File: src/asr_pkg.sv
// Purpose: constants and types for the async SRAM host controller
// Assumes: 10 MHz sys_clk, one cycle is 100 ns
// Notes:   timing counts derive from ns figures and the clock period
package asr_pkg;
  localparam int ADDR_W = 14;                        // 16K words
  localparam int DATA_W = 4;                         // 4-bit words
  localparam int CLK_PERIOD_NS = 100;
  localparam int DATA_SETUP_NS = 10;                 // Least data set-up
  localparam int SETUP_CYC_I =
    (DATA_SETUP_NS + CLK_PERIOD_NS - 1) / CLK_PERIOD_NS;
  localparam int SETUP_CYC = (SETUP_CYC_I < 1) ? 1 : SETUP_CYC_I;
  localparam int READ_NS = 25;                       // Slowest access time
  localparam int READ_CYC_I = (READ_NS + CLK_PERIOD_NS - 1) / CLK_PERIOD_NS;
  localparam int READ_CYC = (READ_CYC_I < 1) ? 1 : READ_CYC_I;
  localparam logic [3:0] CNT_SETUP = 4'(SETUP_CYC);
  localparam logic [3:0] CNT_READ = 4'(READ_CYC);
  localparam logic [3:0] CNT_SYNC = 4'h2;            // Data pin sync flops
  localparam logic [ADDR_W-1:0] ADDR_RST = 14'h0000;
  localparam logic [DATA_W-1:0] DATA_RST = 4'h0;

  typedef enum logic [2:0] {
    ASR_IDLE   = 3'b000,
    ASR_WSETUP = 3'b001,
    ASR_WSTROB = 3'b010,
    ASR_WEND   = 3'b011,
    ASR_RSEL   = 3'b100,
    ASR_RWAIT  = 3'b101,
    ASR_REND   = 3'b110
  } asr_state_e;
endpackage : asr_pkg

File: src/asr_pins_if.sv
// Purpose: pin group between the sequencer and the pin stage
// Assumes: all signals on sys_clk
// Notes:   strobes active low
`timescale 1ns/1ps
`default_nettype none
interface asr_pins_if;
  logic [13:0] addr;
  logic        sel_n;
  logic        wstb_n;
  logic        ogate_n;
  logic [3:0]  wdata;
  logic        drive;
  logic [3:0]  rdata;
  modport seq (output addr, sel_n, wstb_n, ogate_n, wdata, drive,
               input rdata);
  modport pin (input addr, sel_n, wstb_n, ogate_n, wdata, drive,
               output rdata);
endinterface : asr_pins_if
`default_nettype wire

File: src/asr_pin_stage.sv
// Purpose: data pin stage with a two-flop input synchroniser
// Assumes: data pins arrive asynchronously
// Notes:   first sync flop feeds only the second
`timescale 1ns/1ps
`default_nettype none
module asr_pin_stage
  import asr_pkg::*;
(
  input  wire logic             sys_clk,
  input  wire logic             sys_rst,
  input  wire logic [DATA_W-1:0] pin_in,
  asr_pins_if.pin               p
);
  typedef struct packed {
    logic [DATA_W-1:0] s1;
    logic [DATA_W-1:0] s2;
  } asr_sync_s;
  asr_sync_s r;
  asr_sync_s next_r;

  // Two-stage capture of data pins
  always_comb begin
    next_r    = r;
    next_r.s1 = pin_in;
    next_r.s2 = r.s1;
  end

  always_ff @(posedge sys_clk) begin
    if (sys_rst) begin
      r <= '0;
    end else begin
      r <= next_r;
    end
  end

  assign p.rdata = r.s2;
endmodule : asr_pin_stage
`default_nettype wire

File: src/asr_host.sv
// Purpose: host controller driving a 16K x 4 asynchronous SRAM
// Assumes: 10 MHz sys_clk, strobes from flip-flops
// Notes:   one request at a time, req_ready shows idle
//          write ends on the strobe, select follows a cycle later
//          read data is taken after the two-flop capture
// Overview of operation
// - The host starts a write by holding select and write strobe low.
// - Write data is set up 10 ns before the ending edge and held after.
// - The host keeps write strobe high throughout a read.
// - The address is valid no later than select falling for a read.
`timescale 1ns/1ps
`default_nettype none
module asr_host
  import asr_pkg::*;
(
  // Clock and reset
  input  wire logic              sys_clk,
  input  wire logic              sys_rst,

  // Request side, taken while req_ready is high
  input  wire logic              req_valid,
  input  wire logic              req_write,
  input  wire logic [ADDR_W-1:0] req_addr,
  input  wire logic [DATA_W-1:0] req_wdata,
  output logic                   req_ready,

  // Read answer, a one-cycle pulse with held data
  output logic                   rsp_valid,
  output logic [DATA_W-1:0]      rsp_rdata,

  // SRAM address and active low strobes
  output logic [ADDR_W-1:0]      mem_addr,
  output logic                   mem_sel_n,
  output logic                   mem_wstb_n,
  output logic                   mem_ogate_n,

  // Shared data pins, split into out, enable and in
  output logic [DATA_W-1:0]      mem_dq_o,
  output logic                   mem_dq_oe,
  input  wire logic [DATA_W-1:0] mem_dq_i
);
  // Whole sequencer state, one register
  typedef struct packed {
    asr_state_e        st;
    logic [3:0]        cnt;
    logic [ADDR_W-1:0] addr;
    logic [DATA_W-1:0] wdata;
    logic              sel_n;
    logic              wstb_n;
    logic              ogate_n;
    logic              drive;
    logic              rvalid;
    logic [DATA_W-1:0] rdata;
  } asr_ctl_s;

  // State register, its next value and the pin group
  asr_ctl_s r;
  asr_ctl_s next_r;
  asr_pins_if pins ();

  // Count decrement shared by all wait states
  // Saturates at zero so a stray zero never wraps
  function automatic logic [3:0] dec(input logic [3:0] v);
    return (v == 4'h0) ? 4'h0 : 4'(v - 4'h1);
  endfunction : dec

  // Two-flop capture of the data pins before any logic
  asr_pin_stage u_pin (
    .sys_clk (sys_clk),
    .sys_rst (sys_rst),
    .pin_in  (mem_dq_i),
    .p       (pins.pin)
  );

  // Registered levels into the pin group
  assign pins.addr    = r.addr;
  assign pins.sel_n   = r.sel_n;
  assign pins.wstb_n  = r.wstb_n;
  assign pins.ogate_n = r.ogate_n;
  assign pins.wdata   = r.wdata;
  assign pins.drive   = r.drive;

  // Write: IDLE latches address and data and starts driving,
  //   WSETUP lowers select and write strobe together,
  //   WSTROB raises the write strobe first to end the write,
  //   WEND raises select and releases the data pins.
  // Read: IDLE latches the address, RSEL lowers select and gate,
  //   RWAIT waits out the access time and the two sync flops,
  //   REND raises select and gate together.
  // A whole cycle per state: slow, but write strobe and select never rise in the same cycle.
  // Sequencer; write strobe and select rise a whole cycle apart at write end
  always_comb begin
    next_r        = r;
    // Answer pulse lasts one cycle
    next_r.rvalid = 1'b0;

    case (r.st)
      // Parked, waiting for a request
      ASR_IDLE: begin
        next_r.sel_n   = 1'b1;
        next_r.wstb_n  = 1'b1;
        next_r.ogate_n = 1'b1;
        next_r.drive   = 1'b0;
        // Take a request only from idle
        if (req_valid) begin
          next_r.addr  = req_addr; // Address settles a cycle ahead
          next_r.wdata = req_wdata;
          if (req_write) begin
            // Gate high so host may drive
            next_r.drive = 1'b1;
            next_r.cnt   = CNT_SETUP;
            next_r.st    = ASR_WSETUP;
          end else begin
            // Read: select waits a cycle for the address
            next_r.st = ASR_RSEL;
          end
        end
      end

      // Data already on the pins, open the write
      ASR_WSETUP: begin
        next_r.sel_n  = 1'b0;
        next_r.wstb_n = 1'b0;
        next_r.st     = ASR_WSTROB;
      end

      // Write window, one cycle long
      ASR_WSTROB: begin
        // Data stable well past 10 ns set-up
        next_r.cnt = dec(r.cnt);
        if (r.cnt <= 4'h1) begin
          next_r.wstb_n = 1'b1;
          next_r.st     = ASR_WEND;
        end
      end

      // Write over, deselect and let go of the pins
      ASR_WEND: begin
        // Select rises a cycle later
        // Data held one cycle past write end, then released
        next_r.sel_n = 1'b1;
        next_r.drive = 1'b0;
        next_r.st    = ASR_IDLE;
      end

      // Address stable, select the part for a read
      ASR_RSEL: begin
        next_r.sel_n   = 1'b0;
        next_r.wstb_n  = 1'b1;
        // Gate opens with select; no write in flight
        next_r.ogate_n = 1'b0;
        next_r.cnt     = CNT_READ + CNT_SYNC; // Covers the two sync flops
        next_r.st      = ASR_RWAIT;
      end

      // Access time plus capture delay
      ASR_RWAIT: begin
        next_r.cnt = dec(r.cnt);
        // Sample the captured data on the last count
        if (r.cnt <= 4'h1) begin
          next_r.rdata  = pins.rdata;
          next_r.rvalid = 1'b1;
          next_r.st     = ASR_REND;
        end
      end

      // Read over, deselect and close the gate
      ASR_REND: begin
        next_r.sel_n   = 1'b1;
        next_r.ogate_n = 1'b1;
        next_r.st      = ASR_IDLE;
      end

      // Recover an illegal code to idle
      default: begin
        next_r.st = ASR_IDLE;
      end
    endcase
  end

  // Sync reset parks the pins deselected
  always_ff @(posedge sys_clk) begin
    if (sys_rst) begin
      r         <= '0;
      r.st      <= ASR_IDLE;
      r.addr    <= ADDR_RST;
      r.wdata   <= DATA_RST;
      r.rdata   <= DATA_RST;
      r.sel_n   <= 1'b1;
      r.wstb_n  <= 1'b1;
      r.ogate_n <= 1'b1;
    end else begin
      r <= next_r;
    end
  end

  // Ready decoded from the state register; answers straight from flip-flops
  assign req_ready   = (r.st == ASR_IDLE);
  assign rsp_valid   = r.rvalid;
  assign rsp_rdata   = r.rdata;

  // SRAM pins, registered so no strobe glitches
  assign mem_addr    = pins.addr;
  assign mem_sel_n   = pins.sel_n;
  assign mem_wstb_n  = pins.wstb_n;
  assign mem_ogate_n = pins.ogate_n;
  assign mem_dq_o    = pins.wdata;
  assign mem_dq_oe   = pins.drive;
endmodule : asr_host
`default_nettype wire

File: config.mk
export PLATFORM = sky130hd
export DESIGN_NAME = asr_host
export DESIGN_NICKNAME = d
export VERILOG_FILES = /design/src/asr_pkg.sv /design/src/asr_pins_if.sv /design/src/asr_pin_stage.sv /design/src/asr_host.sv
export SDC_FILE = /design/constraint.sdc
export NUM_CORES = 1
export LEC_CHECK = 0
export BUFFER_PORTS_ARGS = -buffer_cell sky130_fd_sc_hd__buf_2
export CORE_ASPECT_RATIO = 0.75
export CORE_MARGIN = 2
export CORE_UTILIZATION = 45
export DETAILED_ROUTE_END_ITERATION = 6
export PLACE_DENSITY = 0.71
export SYNTH_ARGS = -nofsm -noshare
export SYNTH_HDL_FRONTEND = slang
export SYNTH_SLANG_ARGS = --single-unit
export TNS_END_PERCENT = 50
File: constraint.sdc
create_clock -name sys_clk -period 3.23 [get_ports sys_clk]
set_input_delay 0.646 -clock sys_clk [delete_from_list [all_inputs] [get_ports sys_clk]]
set_output_delay 0.646 -clock sys_clk [all_outputs]
set_load 0.05 [all_outputs]
==> metrics, run 1 <==
mean post-synth cell area 8.60 sq um; arrival time worst endpoint 1.45 ns; power per unit of standard cell area 825 nW/um^2; Slew headroom 0.311; clock latency on the worst-skew pair 0.29 ns; Placer Congestion 0.773; CTS Sinks 42; final-report setup violation count 0; DIE WIDTH 78.2 um; achievable clock frequency 476 MHz; Seq/Total Area, Yosys 0.453; largest net degree at the start of global routing 23; number of global-route vias before repair 1,217; crit path setup slack, layout 1.13 ns; total of buffers placed on input and output ports 53; number of cells traversed by the worst hold path 1; Post-CTS Setup Bufs 0; post-DR vias/cell 4.86; status completed; Ant. Diodes 0; area of all placed cells without fillers 2030 sq um; Top FF cell, synth dfxtp_1; post-route antenna net violation count 0; Hold Crit Class reg2reg; post-cts repair resize count 0; Die Span Y 59.6 um; number of levels the H-tree was split into 2; Mapped Cells 216; data required time at the worst endpoint 2.58 ns; CP max FO 22; global-route wire length before repair 5620 um; final routed wire length divided by cell count 11.6 um; EDFF count, synth 0; Ports 54; standard-cell rows 20; antenna violations before repair 0; Cell Area, Synth 1860 sq um; layout filler cell count 406; net count after synthesis 242; clock tree from TritonCTS yes; Starting Density 0.464; total power draw 1680 uW; Max Buffers Root-to-Sink 2; Yosys Warn Count 0; worst hold margin 0.438 ns; library cells used by synthesis 41; number of pins with negative max-slew slack in the final report 0; R2R depth 3; DP HPWL 2300 um; final hold violation count 0; RSZ-0062 raised after global routing no; overall routed net length 3430 um; worst setup skew after layout 0.00628 ns; Setup Slack @ Placement 1.31 ns; CTS Hold Buffers Added 0; Layout Nets 265; Inserted Clock Buffers 5; number of max-capacitance violations reported 0; # DRC 0; number of synthesized register bits 42; LEAKAGE 0.000860 uW; number of detailed-routing iterations run before antenna repair 4; Core Area 4000 sq um; final critical path time including I/O delays and setup 2.10 ns; ys async rst share 0; Area after DPL 1940 sq um; worst vdd ir 0.000472 V; crit end category primary output; die area 4660 sq um; grt ovf 0; vias post-DR 1,433; final setup TNS 0 ns; startpoint kind of the worst setup timing path register; final worst path period share 0.650; Iteration-0 DRC Markers 74; P&R area growth vs syn 9.43%; cell at the root of the clock tree clkbuf_8; fraction of final layout cells with drive strength greater than 1 0.279; Clk pin slew, worst setup/hold paths 0.08 ns; slew at the pin closest to its max-slew limit 1.03 ns; aggregate global-route resource usage 0.155; Setup Crit Path Kind reg2out
## cell usage in the layout, fill, tap and decap left out, types with 2 or more instances in the layout
master and n:
inv_1 4, a21oi_1 28, nor2_1 3, nand3_1 4, nor2b_1 10, nand2_1 40, buf_2 53, dfxtp_1 42
a31oi_1 2, a21o_1 2, or3_1 2, o31ai_1 2, clkbuf_8 5, xnor2_1 2, o22ai_1 2, nor3_1 4
o21ai_0 10
## cell usage after synthesis (2+ instances only)
| library cell | instances | area [sq um] |
|---|---|---|
| a21o_1 | 2 | 15.0 |
| a21oi_1 | 28 | 140 |
| a31oi_1 | 2 | 12.5 |
| buf_1 | 2 | 7.51 |
| buf_2 | 7 | 35.0 |
| buf_4 | 22 | 165 |
| buf_6 | 3 | 33.8 |
| clkbuf_1 | 4 | 15.0 |
| dfxtp_1 | 42 | 841 |
| inv_1 | 4 | 15.0 |
| nand2_1 | 40 | 150 |
| nand3_1 | 4 | 20.0 |
| nor2_1 | 3 | 11.3 |
| nor2b_1 | 10 | 62.6 |
| nor3_1 | 4 | 20.0 |
| o21ai_0 | 10 | 50.1 |
| o22ai_1 | 2 | 12.5 |
| o31ai_1 | 2 | 15.0 |
| or3_1 | 2 | 12.5 |
| xnor2_1 | 2 | 17.5 |
## worst paths after layout
| path | startpoint | endpoint | slack [ns] |
|---|---|---|---|
| worst min register to register | u_pin.next_r[1] | u_pin.p.rdata[1] | 0.44 |
| worst min-delay path | u_pin.next_r[1] | u_pin.p.rdata[1] | 0.44 |
| worst max-delay path | r[33] | req_ready | 1.13 |
| worst max register to register | r[33] | mem_addr[9] | 1.39 |
## registers in the layout, indices dropped and copies added, names as in the netlist
register / cells
mem_addr: 14
mem_dq_o: 4
mem_dq_oe: 1
mem_ogate_n: 1
mem_sel_n: 1
mem_wstb_n: 1
r: 7
rsp_rdata: 4
rsp_valid: 1
u_pin.next_r: 4
u_pin.p.rdata: 4
## where the power goes
part | internal, uW | total, uW | switching, uW
combinational | 197 | 628 | 430
sequential | 600 | 721 | 120
clock | 152 | 328 | 176
## cell families (layout without fill, tap and decap cells)
| kind of cell | after synthesis | count (layout) | share of synthesized area |
|---|---|---|---|
| DFF | 42 | 42 | 0.453 |
| xor gates and xnor gates | 2 | 2 | 0.00944 |
| buffers and inverters | 42 | 66 | 0.146 |
| and+or+nand+nor | 75 | 75 | 0.213 |
| AOI/OAI and AO/OA | 55 | 55 | 0.179 |
## per-stage QoR
step | utilization | std cells
2_1_floorplan | - | 216
3_3_place_gp | 0.485 | 287
3_5_place_dp | 0.485 | 287
4_1_cts | 0.508 | 295
5_1_grt | 0.508 | 295
6_report | 0.508 | 295
## area by class of cell
class,count,area [sq um],share of cell area
sequential,42,841,0.414
multi-input combinational,132,744,0.366
timing repair buffer,54,273,0.134
clock buffer,5,68.8,0.0339
tap,55,68.8,0.0339
clock inverter,3,21.3,0.0105
inverter,4,15.0,0.00739
## layer usage
layer / global-route usage / share of wire / vias up
li1: - / - / 755
met3: 0.0488 / 0.056 / 2
met5: 0 / 0 / -
met4: 0.0602 / 0.0058 / 0
met2: 0.232 / 0.43 / 38
met1: 0.212 / 0.51 / 638
## critical path: stages (launching register included)
cell and delay (ns):
dfxtp_1 0.79, nor3_1 0.13, buf_2 0.24
Note: power is estimated with default switching activity, not from simulation.
==> run 2, diff against run 1 <==
clock period = 2.1 ns   (was 3.23 ns; I/O delays follow)
==> run 2 against run 1 <==
Via count rose by 2.2%. Largest power group is now combinational logic. Setup slack got worse by 0.90 ns. Critical endpoint unchanged. Sequential power rose by 46%. Combinational power rose by 74%. Count of clock-buffer cells in the layout rose by 2. Cell area rose by 2.9%. Wire length rose by 2.2%. Largest cell class unchanged. Critical path depth rose by 2.
==> metrics, run 2 (synthesized netlist as in run 1, its figures left out) <==
crit end category primary output; largest net degree at the start of global routing 23; Die Span Y 59.6 um; post-route antenna net violation count 0; Layout Nets 270; slew at the pin closest to its max-slew limit 0.863 ns; relative contribution of the clock network to total power 0.222; number of detailed-routing iterations run before antenna repair 4; cell at the root of the clock tree clkbuf_8; number of max-capacitance violations reported 0; reported net switching power 1120 uW; Storage cell area 841 sq um; # DRC 0; final hold violation count 0; arrival time worst endpoint 1.45 ns; Ports 54; final worst path period share 0.892; power per unit of standard cell area 1310 nW/um^2; worst setup skew after layout 0.00505 ns; number of pins with negative max-slew slack in the final report 0; Slew headroom 0.422; total area of multi-input combinational cells 749 sq um; fraction of power spent switching nets 0.408; antenna violations before repair 0; cell-by-cell trace of the critical path buf_4 -> buf_4 -> nor3_2 -> buf_2; Post-CTS Setup Bufs 0; Crit path top cell by count buf_4; proportion of power drawn by flip-flops and latches 0.382; fraction of final layout cells with drive strength greater than 1 0.290; Core Area 4000 sq um; die area 4660 sq um; RSZ-0062 raised after global routing no; startpoint kind of the worst setup timing path register; vias post-DR 1,465; Area after DPL 1980 sq um; number of levels the H-tree was split into 2; aggregate global-route resource usage 0.152; grt ovf 0; Setup Crit Path Kind reg2out; Ant. Diodes 0; Hold Crit Class in2reg; DIE WIDTH 78.2 um; number of global-route vias before repair 1,183; CP max FO 10; final routed wire length divided by cell count 11.7 um; final critical path time including I/O delays and setup 1.87 ns; achievable clock frequency 534 MHz; standard-cell rows 20; Combinational Power Share 0.396; Starting Density 0.464; DP HPWL 2480 um; worst vdd ir 0.000623 V; CTS Sinks 42; standard cell with the maximum stage delay on the critical path dfxtp_1; post-DR vias/cell 4.88; Max Buffers Root-to-Sink 2; status completed; internal power 1620 uW; clock latency on the worst-skew pair 0.28 ns; post-cts repair resize count 0; most common cell after layout, fill and taps aside buf_2; CTS Hold Buffers Added 0; delay of the slowest cell on the worst path 0.38 ns; area of all placed cells without fillers 2090 sq um; Clk pin slew, worst setup/hold paths 0.08 ns; global-route wire length before repair 5480 um; LEAKAGE 0.000895 uW; Inserted Clock Buffers 5; layout filler cell count 407; final-report setup violation count 0; P&R area growth vs syn 12.6%; clock tree from TritonCTS yes; most frequent cells in the layout 53 x buf_2, 42 x dfxtp_1, 40 x nand2_1; total of buffers placed on input and output ports 53; Placer Congestion 0.765; flip-flop count of the largest register, all copies and words added 14; final setup TNS 0 ns; overall routed net length 3500 um; Iteration-0 DRC Markers 46; data required time at the worst endpoint 1.68 ns
## run 2: cell types whose count changed in the layout (fill, tap and decap cells not counted)
cell,previous run,this run
bufinv_16,0,1
clkinv_4,1,0
clkinv_2,1,0
clkbuf_1,0,2
clkinvlp_4,1,0
nor3_1,4,3
nor3_2,0,1
buf_4,1,6
## run 2: power groups by stage
stage	logic (uW)	registers, uW	clock network, uW
floorplan	975	1060	0
global placement	1080	1060	0
detailed placement	1090	1060	0
CTS	1090	1040	639
global route	1170	1070	673
finish	1090	1050	608
## run 2: metrics by stage
stage | std cells | worst slack [ns] | utilization | power (uW) | hold WS (ns)
after detailed placement | 292 | 0.405 | 0.496 | 2150 | 0.425
after CTS | 300 | 0.213 | 0.522 | 2770 | 0.339
after floorplan | 216 | 0.367 | - | 2030 | 0.414
after global routing | 300 | 0.151 | 0.522 | 2910 | 0.345
after global placement | 292 | 0.405 | 0.496 | 2140 | 0.421
final | 300 | 0.227 | 0.522 | 2740 | 0.348
## run 2: cell type report
class / instances / area share
multi-input cells: 132 / 0.358
flip-flops and latches: 42 / 0.402
repair buffers: 59 / 0.148
clock inverters: 1 / 0.0144
inverters: 4 / 0.00718
well taps: 55 / 0.0329
clock buffers: 7 / 0.0365
## run 2: final timing paths
path         cells after the start       startpoint          endpoint  slack (ns)
max                              4            r[33]         req_ready        0.23
min                              2      mem_dq_i[3]   u_pin.next_r[3]        0.35
max reg2reg                      4            r[33]       mem_addr[9]        0.41
min reg2reg                      1  u_pin.next_r[2]  u_pin.p.rdata[2]        0.44
## run 2: worst max-delay path, delay by kind of cell (launching register included)
family | cells | cell delay (ns)
buffers and inverters | 3 | 0.64
AND/OR/NAND/NOR | 1 | 0.16
flip-flops | 1 | 0.38
## run 2: routing by layer
layer | share of wire | GRT usage | vias up | wire length (um)
li1 | - | - | 764 | -
met1 | 0.50 | 0.213 | 653 | 1740
met2 | 0.43 | 0.225 | 43 | 1500
met3 | 0.066 | 0.0473 | 5 | 233
met4 | 0.0071 | 0.0451 | 0 | 25
met5 | 0 | 0 | - | 0
